--- src/shared/cpwm_pkg.sv ---
// Package of register map, field layout and reset values for the PWM unit
package cpwm_pkg;
  // ********************************
  // Register offsets
  // ********************************
  localparam logic [7:0] OFS_DUTY_WRITE  = 8'h00; // Duty upper write byte
  localparam logic [7:0] OFS_DUTY_ACTIVE = 8'h01; // Active duty byte
  localparam logic [7:0] OFS_UNIT_CTRL   = 8'h02; // Unit control
  localparam logic [7:0] OFS_PERIOD      = 8'h03; // Period limit
  localparam logic [7:0] OFS_TIMEBASE    = 8'h04; // Timebase counter
  localparam logic [7:0] OFS_TB_CTRL     = 8'h05; // Timebase control
  localparam logic [7:0] OFS_PORTC_DIR   = 8'h06; // Port C direction
  // ********************************
  // Field positions and codes
  // ********************************
  localparam int          PIN_DIR_BIT    = 2;      // Direction bit of pin
  localparam int          TB_ON_BIT      = 2;      // Timebase run bit
  localparam logic [1:0]  PWM_MODE_CODE  = 2'h3;   // Mode bits 3:2 = 11
  localparam logic [1:0]  PHASE_LAST     = 2'h3;   // Last quarter phase
  // ********************************
  // Reset values
  // ********************************
  localparam logic [7:0] RST_UNIT_CTRL  = 8'h00;
  localparam logic [7:0] RST_DUTY       = 8'h00;
  localparam logic [7:0] RST_PERIOD     = 8'hff;
  localparam logic [7:0] RST_TB_CTRL    = 8'h00;
  localparam logic [7:0] RST_PORTC_DIR  = 8'hff;
  // ********************************
  // Carriers
  // ********************************
  // Register port request
  typedef struct packed {
    logic [7:0] addr;    // Register offset
    logic [7:0] wdata;   // Write data
    logic       wr;      // Write strobe
    logic       rd;      // Read strobe
  } cpwm_bus_req_t;
  // Unit control layout
  typedef struct packed {
    logic [1:0] rsvd;     // Read as zero
    logic [1:0] dutyLow;  // Two low duty bits
    logic [3:0] mode;     // Mode select
  } cpwm_ctrl_t;
endpackage : cpwm_pkg

--- src/rtl/cpwm_timebase.sv ---
// Timebase: prescaler, quarter phase and 8-bit counter with period rollover
`timescale 1ns/1ps
`default_nettype none
module cpwm_timebase
  import cpwm_pkg::*;
#(
  parameter int CNT_W = 8
) (
  input  wire logic             clock,
  input  wire logic             rst,
  input  wire logic             enable,
  input  wire logic [1:0]       prescaleSel,
  input  wire logic [CNT_W-1:0] periodLimit,
  input  wire logic             loadEn,
  input  wire logic [CNT_W-1:0] loadValue,
  output logic      [CNT_W-1:0] count,
  output logic      [1:0]       phase,
  output logic                  rollover
);
  // ********************************
  // Elaboration check
  // ********************************
  if (CNT_W < 2 || CNT_W > 16) begin : g_chk
    $error("cpwm_timebase: CNT_W out of range");
  end

  logic [3:0] psCnt;   // Prescale sub-counter
  logic [3:0] psLimit; // Prescale factor minus one
  logic       tick;    // One prescaled oscillator period done

  // Factor 1, 4 or 16
  always_comb begin
    case (prescaleSel)
      2'h0:    psLimit = 4'h0;
      2'h1:    psLimit = 4'h3;
      default: psLimit = 4'hf;
    endcase
  end

  assign tick = enable && (psCnt >= psLimit);
  // Counter equal to limit at end of its last quarter
  assign rollover = tick && (phase == PHASE_LAST) && (count == periodLimit);

  // Prescaler and quarter phase
  always_ff @(posedge clock) begin
    if (rst || loadEn) begin
      psCnt <= 4'h0;
      phase <= 2'h0;
    end else if (tick) begin
      psCnt <= 4'h0;
      phase <= phase + 2'h1;
    end else if (enable) begin
      psCnt <= psCnt + 4'h1;
    end
  end

  // Counter advances each four prescaled periods
  always_ff @(posedge clock) begin
    if (rst) begin
      count <= '0;
    end else if (loadEn) begin
      count <= loadValue;
    end else if (rollover) begin
      count <= '0;
    end else if (tick && phase == PHASE_LAST) begin
      count <= count + 1'b1;
    end
  end
endmodule : cpwm_timebase
`default_nettype wire

--- src/rtl/cpwm_generator.sv ---
// PWM mode generator: register port, double-buffered duty and output pin
//
// The register addresses and the plain strobed port were chosen for this implementation.
`timescale 1ns/1ps
`default_nettype none
module cpwm_generator
  import cpwm_pkg::*;
#(
  parameter int DATA_W = 8
) (
  input  wire logic          clock,
  input  wire logic          rst,
  input  wire cpwm_bus_req_t busReq,
  output logic [7:0]         readData,
  output logic               pwmOutPin,
  output logic               pwmOutPinOe
);
  // ********************************
  // Elaboration check
  // ********************************
  if (DATA_W != 8) begin : g_chk
    $error("cpwm_generator: only 8-bit data supported");
  end

  // ********************************
  // Registers
  // ********************************
  logic [7:0] dutyUpperWriteByte; // Software duty byte
  logic [7:0] dutyActiveByte;     // Active duty byte
  logic [1:0] dutyActiveLow;      // Hidden two-bit latch
  cpwm_ctrl_t unitControl;        // Control register
  logic [7:0] periodLimit;        // Period register
  logic [7:0] timebaseControl;    // Run and prescale
  logic [7:0] portcDirection;     // Port C direction
  logic       pwmLatch;           // PWM output latch

  // ********************************
  // Decode
  // ********************************
  logic       wrDuty;       // Write to duty byte
  logic       wrCtrl;       // Write to control
  logic       wrPeriod;     // Write to period
  logic       wrTimebase;   // Write to counter
  logic       wrTbCtrl;     // Write to timebase control
  logic       wrPortDir;    // Write to direction
  logic       wrActive;     // Write to active byte
  logic       ctrlZeroWr;   // Whole control written zero
  logic       pwmMode;      // Unit in PWM mode
  logic [9:0] nextDuty;     // Buffered ten-bit duty
  logic [9:0] activeDuty;   // Active ten-bit duty
  logic [9:0] fineCount;    // Counter with phase bits
  logic [7:0] tbCount;      // Timebase counter
  logic [1:0] tbPhase;      // Quarter phase
  logic       rollover;     // Period match pulse
  logic       dutyMatch;    // Extended count meets active duty
  logic [7:0] next_readData;// Read mux result

  // Address strobes
  assign wrDuty     = busReq.wr && busReq.addr == OFS_DUTY_WRITE;
  assign wrCtrl     = busReq.wr && busReq.addr == OFS_UNIT_CTRL;
  assign wrPeriod   = busReq.wr && busReq.addr == OFS_PERIOD;
  assign wrTimebase = busReq.wr && busReq.addr == OFS_TIMEBASE;
  assign wrTbCtrl   = busReq.wr && busReq.addr == OFS_TB_CTRL;
  assign wrPortDir  = busReq.wr && busReq.addr == OFS_PORTC_DIR;
  assign wrActive   = busReq.wr && busReq.addr == OFS_DUTY_ACTIVE;
  assign ctrlZeroWr = wrCtrl && busReq.wdata == 8'h00;

  // Mode and duty views
  assign pwmMode    = unitControl.mode[3:2] == PWM_MODE_CODE;
  assign nextDuty   = {dutyUpperWriteByte, unitControl.dutyLow};
  assign activeDuty = {dutyActiveByte, dutyActiveLow};
  assign fineCount  = {tbCount, tbPhase};
  assign dutyMatch  = fineCount == activeDuty;

  // ********************************
  // Timebase
  // ********************************
  // Prescaled counter; no postscaler in this path
  cpwm_timebase #(
    .CNT_W (8)
  ) u_timebase (
    .clock       (clock),
    .rst         (rst),
    .enable      (timebaseControl[TB_ON_BIT]),
    .prescaleSel (timebaseControl[1:0]),
    .periodLimit (periodLimit),
    .loadEn      (wrTimebase),
    .loadValue   (busReq.wdata),
    .count       (tbCount),
    .phase       (tbPhase),
    .rollover    (rollover)
  );

  // ********************************
  // Software registers
  // ********************************
  // Duty write byte, accepted any time
  always_ff @(posedge clock) begin
    if (rst) begin
      dutyUpperWriteByte <= RST_DUTY;
    end else if (wrDuty) begin
      dutyUpperWriteByte <= busReq.wdata;
    end
  end

  // Control register, top bits read zero
  always_ff @(posedge clock) begin
    if (rst) begin
      unitControl <= RST_UNIT_CTRL;
    end else if (wrCtrl) begin
      unitControl <= {2'h0, busReq.wdata[5:0]};
    end
  end

  // Period limit
  always_ff @(posedge clock) begin
    if (rst) begin
      periodLimit <= RST_PERIOD;
    end else if (wrPeriod) begin
      periodLimit <= busReq.wdata;
    end
  end

  // Timebase control: bit 2 run, bits 1:0 prescale
  always_ff @(posedge clock) begin
    if (rst) begin
      timebaseControl <= RST_TB_CTRL;
    end else if (wrTbCtrl) begin
      timebaseControl <= {5'h00, busReq.wdata[2:0]};
    end
  end

  // Port C direction, all inputs after reset
  always_ff @(posedge clock) begin
    if (rst) begin
      portcDirection <= RST_PORTC_DIR;
    end else if (wrPortDir) begin
      portcDirection <= busReq.wdata;
    end
  end

  // ********************************
  // Double buffer
  // ********************************
  // Copy at rollover only; port writes never reach it
  always_ff @(posedge clock) begin
    if (rst) begin
      dutyActiveByte <= RST_DUTY;
      dutyActiveLow  <= 2'h0;
    end else if (rollover && pwmMode) begin
      dutyActiveByte <= nextDuty[9:2];
      dutyActiveLow  <= nextDuty[1:0];
    end
  end

  // ********************************
  // Output latch
  // ********************************
  // Zero control wins, then rollover set, then match clear
  always_ff @(posedge clock) begin
    if (rst) begin
      pwmLatch <= 1'b0;
    end else if (ctrlZeroWr) begin
      pwmLatch <= 1'b0;
    end else if (!pwmMode) begin
      pwmLatch <= 1'b0;
    end else if (rollover) begin
      pwmLatch <= nextDuty != 10'h000;
    end else if (dutyMatch) begin
      pwmLatch <= 1'b0;
    end
  end

  // Pin level and enable, registered; the pin drops in the cycle the
  // extended count meets duty, so high time is duty ticks exactly,
  // even when that match shares its cycle with the rollover
  always_ff @(posedge clock) begin
    if (rst) begin
      pwmOutPin   <= 1'b0;
      pwmOutPinOe <= 1'b0;
    end else begin
      pwmOutPin   <= pwmLatch && !dutyMatch;
      pwmOutPinOe <= !portcDirection[PIN_DIR_BIT];
    end
  end

  // ********************************
  // Read port
  // ********************************
  // Read mux; unmapped offsets read zero
  always_comb begin
    next_readData = 8'h00;
    if (busReq.rd) begin
      case (busReq.addr)
        OFS_DUTY_WRITE:  next_readData = dutyUpperWriteByte;
        OFS_DUTY_ACTIVE: next_readData = dutyActiveByte;
        OFS_UNIT_CTRL:   next_readData = unitControl;
        OFS_PERIOD:      next_readData = periodLimit;
        OFS_TIMEBASE:    next_readData = tbCount;
        OFS_TB_CTRL:     next_readData = timebaseControl;
        OFS_PORTC_DIR:   next_readData = portcDirection;
        default:         next_readData = 8'h00;
      endcase
    end
  end

  // Data stand only in the cycle after the strobe
  always_ff @(posedge clock) begin
    if (rst) begin
      readData <= 8'h00;
    end else begin
      readData <= next_readData;
    end
  end
endmodule : cpwm_generator
`default_nettype wire

--- config.mk ---
export PLATFORM = sky130hd
export DESIGN_NAME = cpwm_generator
export DESIGN_NICKNAME = d
export VERILOG_FILES = /design/src/shared/cpwm_pkg.sv /design/src/rtl/cpwm_timebase.sv /design/src/rtl/cpwm_generator.sv
export SDC_FILE = /design/constraint.sdc
export NUM_CORES = 1
export LEC_CHECK = 0
export ABC_CLOCK_PERIOD_IN_PS = 3300
export BUFFER_PORTS_ARGS = -buffer_cell sky130_fd_sc_hd__buf_2
export CORE_MARGIN = 2
export CORE_UTILIZATION = 54
export DETAILED_ROUTE_END_ITERATION = 10
export PLACE_DENSITY = 0.73
export SLEW_MARGIN = 10
export SYNTH_ARGS = -nofsm -noshare
export SYNTH_HDL_FRONTEND = slang
export SYNTH_HIERARCHICAL = 1
export SYNTH_SLANG_ARGS = --single-unit
--- constraint.sdc ---
create_clock -name clock -period 3.3 [get_ports clock]
set_input_delay 0.33 -clock clock [delete_from_list [all_inputs] [get_ports clock]]
set_output_delay 0.33 -clock clock [all_outputs]
set_load 0.01 [all_outputs]
After elaboration in Yosys (flattened, before gate mapping)
Index checks and enable logic that the tools add are counted.
{ "word_totals": {"ff_bits": 68, "latchBits": 0, "ram_bits": 0, "mem_bits_ro": 0, "out_inout_bits": 10, "elab_cells": 63, "n_memories": 0} }
{ "op_classes": {"add_sub_neg": 3, "multipliers": 0, "div": 0, "n_lt_le_gt_ge": 1, "eq_ne": 11, "n_shift": 0, "n_mux": 7, "bitwise": 2, "n_reduce_logical": 24} }
{ "op_table": {"columns": ["cell", "count"], "rows": [
  ["8-bit case mux with 7 select lines", 1],
  ["8-bit by 3-bit == test with 1-bit output (second input constant)", 3],
  ["8-bit two-way mux", 3],
  ["8-bit by 2-bit == test with 1-bit output (second input constant)", 2],
  ["8-bit logical NOT", 2],
  ["1-bit logical AND", 12],
  ["10-bit == test", 1],
  ["10-bit nonzero test", 1],
  ["8-bit by 1-bit adder with 8-bit output (second input constant)", 1],
  ["8-bit by 1-bit == test with 1-bit output (second input constant)", 1],
  ["8-bit == test", 1],
  ["4-bit case mux with 2 select lines", 1],
  ["4-bit by 1-bit adder with 4-bit output (second input constant)", 1],
  ["2-bit == test (second input constant)", 2],
  ["4-bit >= comparator", 1],
  ["2-bit OR reduction", 2],
  ["3-bit nonzero test", 1],
  ["3-bit OR reduction", 1],
  ["2-bit by 1-bit adder with 2-bit output (second input constant)", 1],
  ["2-bit by 1-bit == test with 1-bit output (second input constant)", 1],
  ["1-bit logical NOT", 2],
  ["2-bit logical NOT", 1],
  ["1-bit two-way mux", 2],
  ["1-bit NOT", 2],
  ["other kinds (2)", 2]
]} }

Logic depth before layout (Yosys ltp)
{ "logic_depth": {"word_depth": 8, "depth_mapped": 11, "ltp_nobuf": 11} }

Modules after synthesis
The synthesis kept the hierarchy.
{ "by_module_without_submodules": {"columns": ["mod", "n_inst", "cells_per_inst", "area_each_um2", "seq_area_each_um2"], "rows": [
  ["cpwm_generator", 1, 264, 2493.6, 1081.0],
  ["cpwm_timebase", 1, 122, 1006.0, 280.3]
]} }

Least setup slack after synthesis
OpenSTA, ideal clock, no wires.
{ "synth_timing": {"path_type": "register to register", "start": "register timebaseControl[1]", "end": "register dutyActiveByte[0]", "setup_time_ps": 71, "t_arrival_ps": 2145, "path_slack_ps": 1084, "path_stages_with_launch": 11, "synth_period_minus_slack_ps": 2216, "path_cell_list": "dfxtp_1 -> or2_2 -> ha_1 -> nor2b_1 -> o21ai_0 -> nand3_1 -> nor2_1 -> and3_1 -> clkbuf_1 -> nand2_1 -> a21oi_1"} }
{ "synth_between": {"elab_chain_len": 7} }
{ "synth_lines": {"columns": ["element", "line_no", "rtl"], "rows": [
  ["from (decl)", "cpwm_generator.sv:33", "logic [7:0] timebaseControl;"],
  ["from (signal assigned)", "cpwm_generator.sv:129", "timebaseControl <= {5'h00, busReq.wdata[2:0]};"],
  ["2-bit by 1-bit == test with 1-bit output or 2-bit logical NOT (tied branches)", "cpwm_timebase.sv:33", "case (prescaleSel)"],
  ["4-bit case mux with 2 select lines (*)", "cpwm_timebase.sv:33", null],
  ["4-bit >= comparator (*)", "cpwm_timebase.sv:40", "assign tick = enable && (psCnt >= psLimit);"],
  ["1-bit logical AND (*)", "cpwm_timebase.sv:40", null],
  ["1-bit logical AND (*) (2 in series)", "cpwm_timebase.sv:42", "assign rollover = tick && (phase == PHASE_LAST) && (count == periodLimit);"],
  ["via rollover", "cpwm_generator.sv:54", "logic rollover;"],
  ["1-bit logical AND (*)", "cpwm_generator.sv:150", "end else if (rollover && pwmMode) begin"],
  ["to (signal assigned)", "cpwm_generator.sv:151", "dutyActiveByte <= nextDuty[9:2];"],
  ["to (decl)", "cpwm_generator.sv:29", "logic [7:0] dutyActiveByte;"]
]} }
Mark *: on every way through the listed nets, which the timed path passes. The rest lies on a longest branch.
A chain may end at the register's enable or synchronous reset.

Final worst setup path
{ "layout_timing": {"start": "register timebaseControl[1]", "end": "register dutyActiveLow[1]"} }
{ "layout_between": {"elab_chain_len": 7} }
{ "layout_lines": {"columns": ["element", "line_no", "rtl"], "rows": [
  ["2-bit by 1-bit == test with 1-bit output or 2-bit logical NOT (tied branches)", "cpwm_timebase.sv:33", null],
  ["4-bit case mux with 2 select lines (*)", "cpwm_timebase.sv:33", null],
  ["4-bit >= comparator (*)", "cpwm_timebase.sv:40", null],
  ["1-bit logical AND (*)", "cpwm_timebase.sv:40", null],
  ["1-bit logical AND (*) (2 in series)", "cpwm_timebase.sv:42", null],
  ["via rollover", "cpwm_generator.sv:54", null],
  ["1-bit logical AND (*)", "cpwm_generator.sv:150", null],
  ["to (signal assigned)", "cpwm_generator.sv:152", "dutyActiveLow <= nextDuty[1:0];"],
  ["to (decl)", "cpwm_generator.sv:30", "logic [1:0] dutyActiveLow;"]
]} }
Marks and branches as above.

==> flow_summary.toml <==
[clock_tree]
cts_setup_buffers = 0
clk_latency_ns = 0.36
cts_buffer_depth = 2
numCtsBuffers = 9
cts-resized-gates = 0
clk_pin_slew_ns = 0.07
ctsHoldBuffers = 0
htree_levels = 3
clock-sinks = 68
root_buffer = "clkbuf_8"
cts_tree = "yes"

[cells_and_area]
regArea_sq_um = 1360
multi_input_area_sq_um = 1950
area_growth_syn_to_layout_pct = 11.7
antenna_cells = 0
final.fill_count = 538
nets = 443
drive_gt1_share_pct = 17.9

[hold_path]
min_path_type = "primary input to flip-flop"
whs_path_depth = 3
min_to = "u_timebase/count[7]"
worstHoldStart = "busReq[9]"

[setup_path]
critical_path_buf_inv_count = 0
reg2reg_from = "timebaseControl[1]"
r2r_end = "dutyActiveLow[1]"
cp_max_fo = 10
cp_top_family = "simple AND/OR/NAND/NOR gates"
criticalPathCategory = "flip-flop to flip-flop"
worst_path_max_delay_cell = "and3_1"
crit_path_end_kind = "flip-flop"
start_kind = "flip-flop"
crit_path_max_incr_delay_ns = 0.43
crit_arrival_ns = 2.91
ff2ff_setup_slack_ns = 0.68
cp_cell_sequence = "or2_2 > ha_1 > nor2b_1 > o21ai_0 > nand3_1 > nor2_1 > and3_1 > nand2_1 > a21oi_1"
crit_required_ns = 3.59
r2r_cells = 9

[timing]
finalSetupViolCount = 0
max_slew.worst_pin.slew_ns = 0.701
max-slew-margin-rel_pct = 53.3
slew_viol_final = 0
fmax_mhz = 381
finalHoldViolations = 0
finalSetupTns_ns = 0
rsz0062_at_grt = "false"
period_minus_slack_ns = 2.62
timing.final.crit_share_pct = 79.5
fin_skew_ns = 0.00649
hold_slack_ns = 0.277

[synth]
ys_types = 48
syn_nets = 413
yosys_warnings = 6
synth_top_cells_by_area = "dfxtp_1 39%, mux2i_1 7.4%, nor2_1 5.3%"
synth.top_cell.area_share_pct = 38.9
ys_seq_area_share_pct = 38.9
synth_top_area_cell = "dfxtp_1"
synth_seq_cells = 68
postSynthAreaPerCell_sq_um = 9.07
netlist_area_sq_um = 3500
synth_cells = 386

[die]
pin_count = 30
dieHeight_um = 84.5
core_area_sq_um = 6310
fp-row-count = 29
dieArea_sq_um = 7140
die_width_um = 84.5
start_util_pct = 55.4

[global_route]
first_global_vias = 2838
grt_max_degree = 40
grt-ovfl-total = 0
antenna_found_initial = 0
grt_usage_pct = 26.1
grt_pass1_wl_um = 14400

[outcome]
outcome = "finished, final reports clean"

[power]
leakagePower_nw = 1.64
irDropWorstVdd_mv = 0.314
p_per_area_nw_per_um2 = 415

[routing]
drt_pass1_iterations = 6
antenna_left = 0
vias = 2994
drcViolationCount = 0
wl_um = 8890
wl_per_cell_um = 17.9
vias_per_cell = 6.02
drt_iter0_drc = 273

[place]
dp_hpwl_um = 6340
portBuffers = 29
gp_congestion = 0.877

[job]
drv_cap = 0
## where the power goes
part           switching, mW  internal (mW)
combinational         0.0579         0.0322
sequential           0.00101          0.821
clock                  0.321          0.388
## synth_stat cells, drive strengths merged
cell type	n
mux4	6
a21oi	29
or2	1
nand2	31
inv	22
a31oi	1
a211o	16
o21ai	12
xor2	10
ha	7
clkinv	1
o2bb2ai	2
o21a	3
nand3	10
nand3b	2
nor3b	3
buf	10
nor4b	1
a32oi	1
nor2	49
and3b	3
mux2	3
a221oi	5
dfxtp	68
mux2i	26
o211ai	3
nor3	8
nand4	5
and3	8
nand4b	3
and2b	1
nor2b	3
a41oi	3
clkbuf	9
and2	1
xnor2	12
nor4	8
## tightest hold or removal path, delay by kind of cell
kind	cells	cell delay, ns
buffers and inverters	2	0.18
AO/OA/AOI/OAI	1	0.06
## per-layer routing
| layer | vias to the layer above | part of all wire, % | track usage [%] |
|---|---|---|---|
| li1 | 1432 | - | - |
| met1 | 1446 | 44 | 34.3 |
| met2 | 97 | 49 | 41.9 |
| met3 | 19 | 5.0 | 4.42 |
| met4 | 0 | 2.2 | 12.1 |
| met5 | - | 0 | 0 |
## cells by family (layout without fill, tap and decap cells)
family	count (synthesis)	after routing	synth area share [%]
buffers and inverters	42	76	5.36
adders and majority gates	7	7	2.50
AOI/OAI and AO/OA	75	75	14.5
xor gates and xnor gates	22	22	5.51
DFF	68	68	38.9
and+or+nand+nor	137	137	21.0
muxes	35	35	12.3
## layout make-up
type | count | area share (%)
clock buffer | 12 | 3.97
clock inverter | 3 | 1.18
inverter | 23 | 2.21
multi-input combinational | 276 | 49.9
sequential | 68 | 34.8
tap | 77 | 2.46
timing repair buffer | 38 | 5.44
## sequential cells by signal (all words and copies together), names as in the netlist
signal	count
dutyActiveByte	8
dutyActiveLow	2
dutyUpperWriteByte	8
nextDuty	2
periodLimit	8
portcDirection	8
pwmLatch	1
pwmOutPin	1
pwmOutPinOe	1
readData	8
timebaseControl	3
u_timebase/count	8
u_timebase/phase	2
u_timebase/psCnt	4
unitControl	4
## through the flow
| step | instance area (sq um) | worst slack [ns] | utilization (%) | cells | power, mW |
|---|---|---|---|---|---|
| CTS | 3910 | 0.744 | 61.9 | 497 | 1.63 |
| global route | 3910 | 0.495 | 61.9 | 497 | 1.67 |
| floorplan | 3500 | 1.08 | - | 386 | 0.897 |
| finish | 3910 | 0.675 | 61.9 | 497 | 1.62 |
| global placement | 3710 | 0.784 | 58.7 | 482 | 0.930 |
| detailed placement | 3710 | 0.758 | 58.7 | 482 | 0.930 |
## worst max-delay path by stage
stage	start	to	slack, ns	depth (start not counted)
floorplan	timebaseControl[1]	dutyActiveByte[0]	1.08	10
global placement	timebaseControl[1]	dutyActiveByte[1]	0.78	9
detailed placement	timebaseControl[1]	dutyActiveByte[7]	0.76	9
CTS	timebaseControl[1]	dutyActiveByte[4]	0.74	9
global route	timebaseControl[1]	dutyActiveByte[2]	0.50	9
finish	timebaseControl[1]	dutyActiveLow[1]	0.68	9
## placed cells by master (no fill, tap or decap), drive strengths merged, types with 16 or more instances in the layout
cell   count
inv       22
nor2      49
mux2i     26
nand2     31
a211o     16
dfxtp     68
buf       38
a21oi     29
Power figures use the tool's default switching activity.
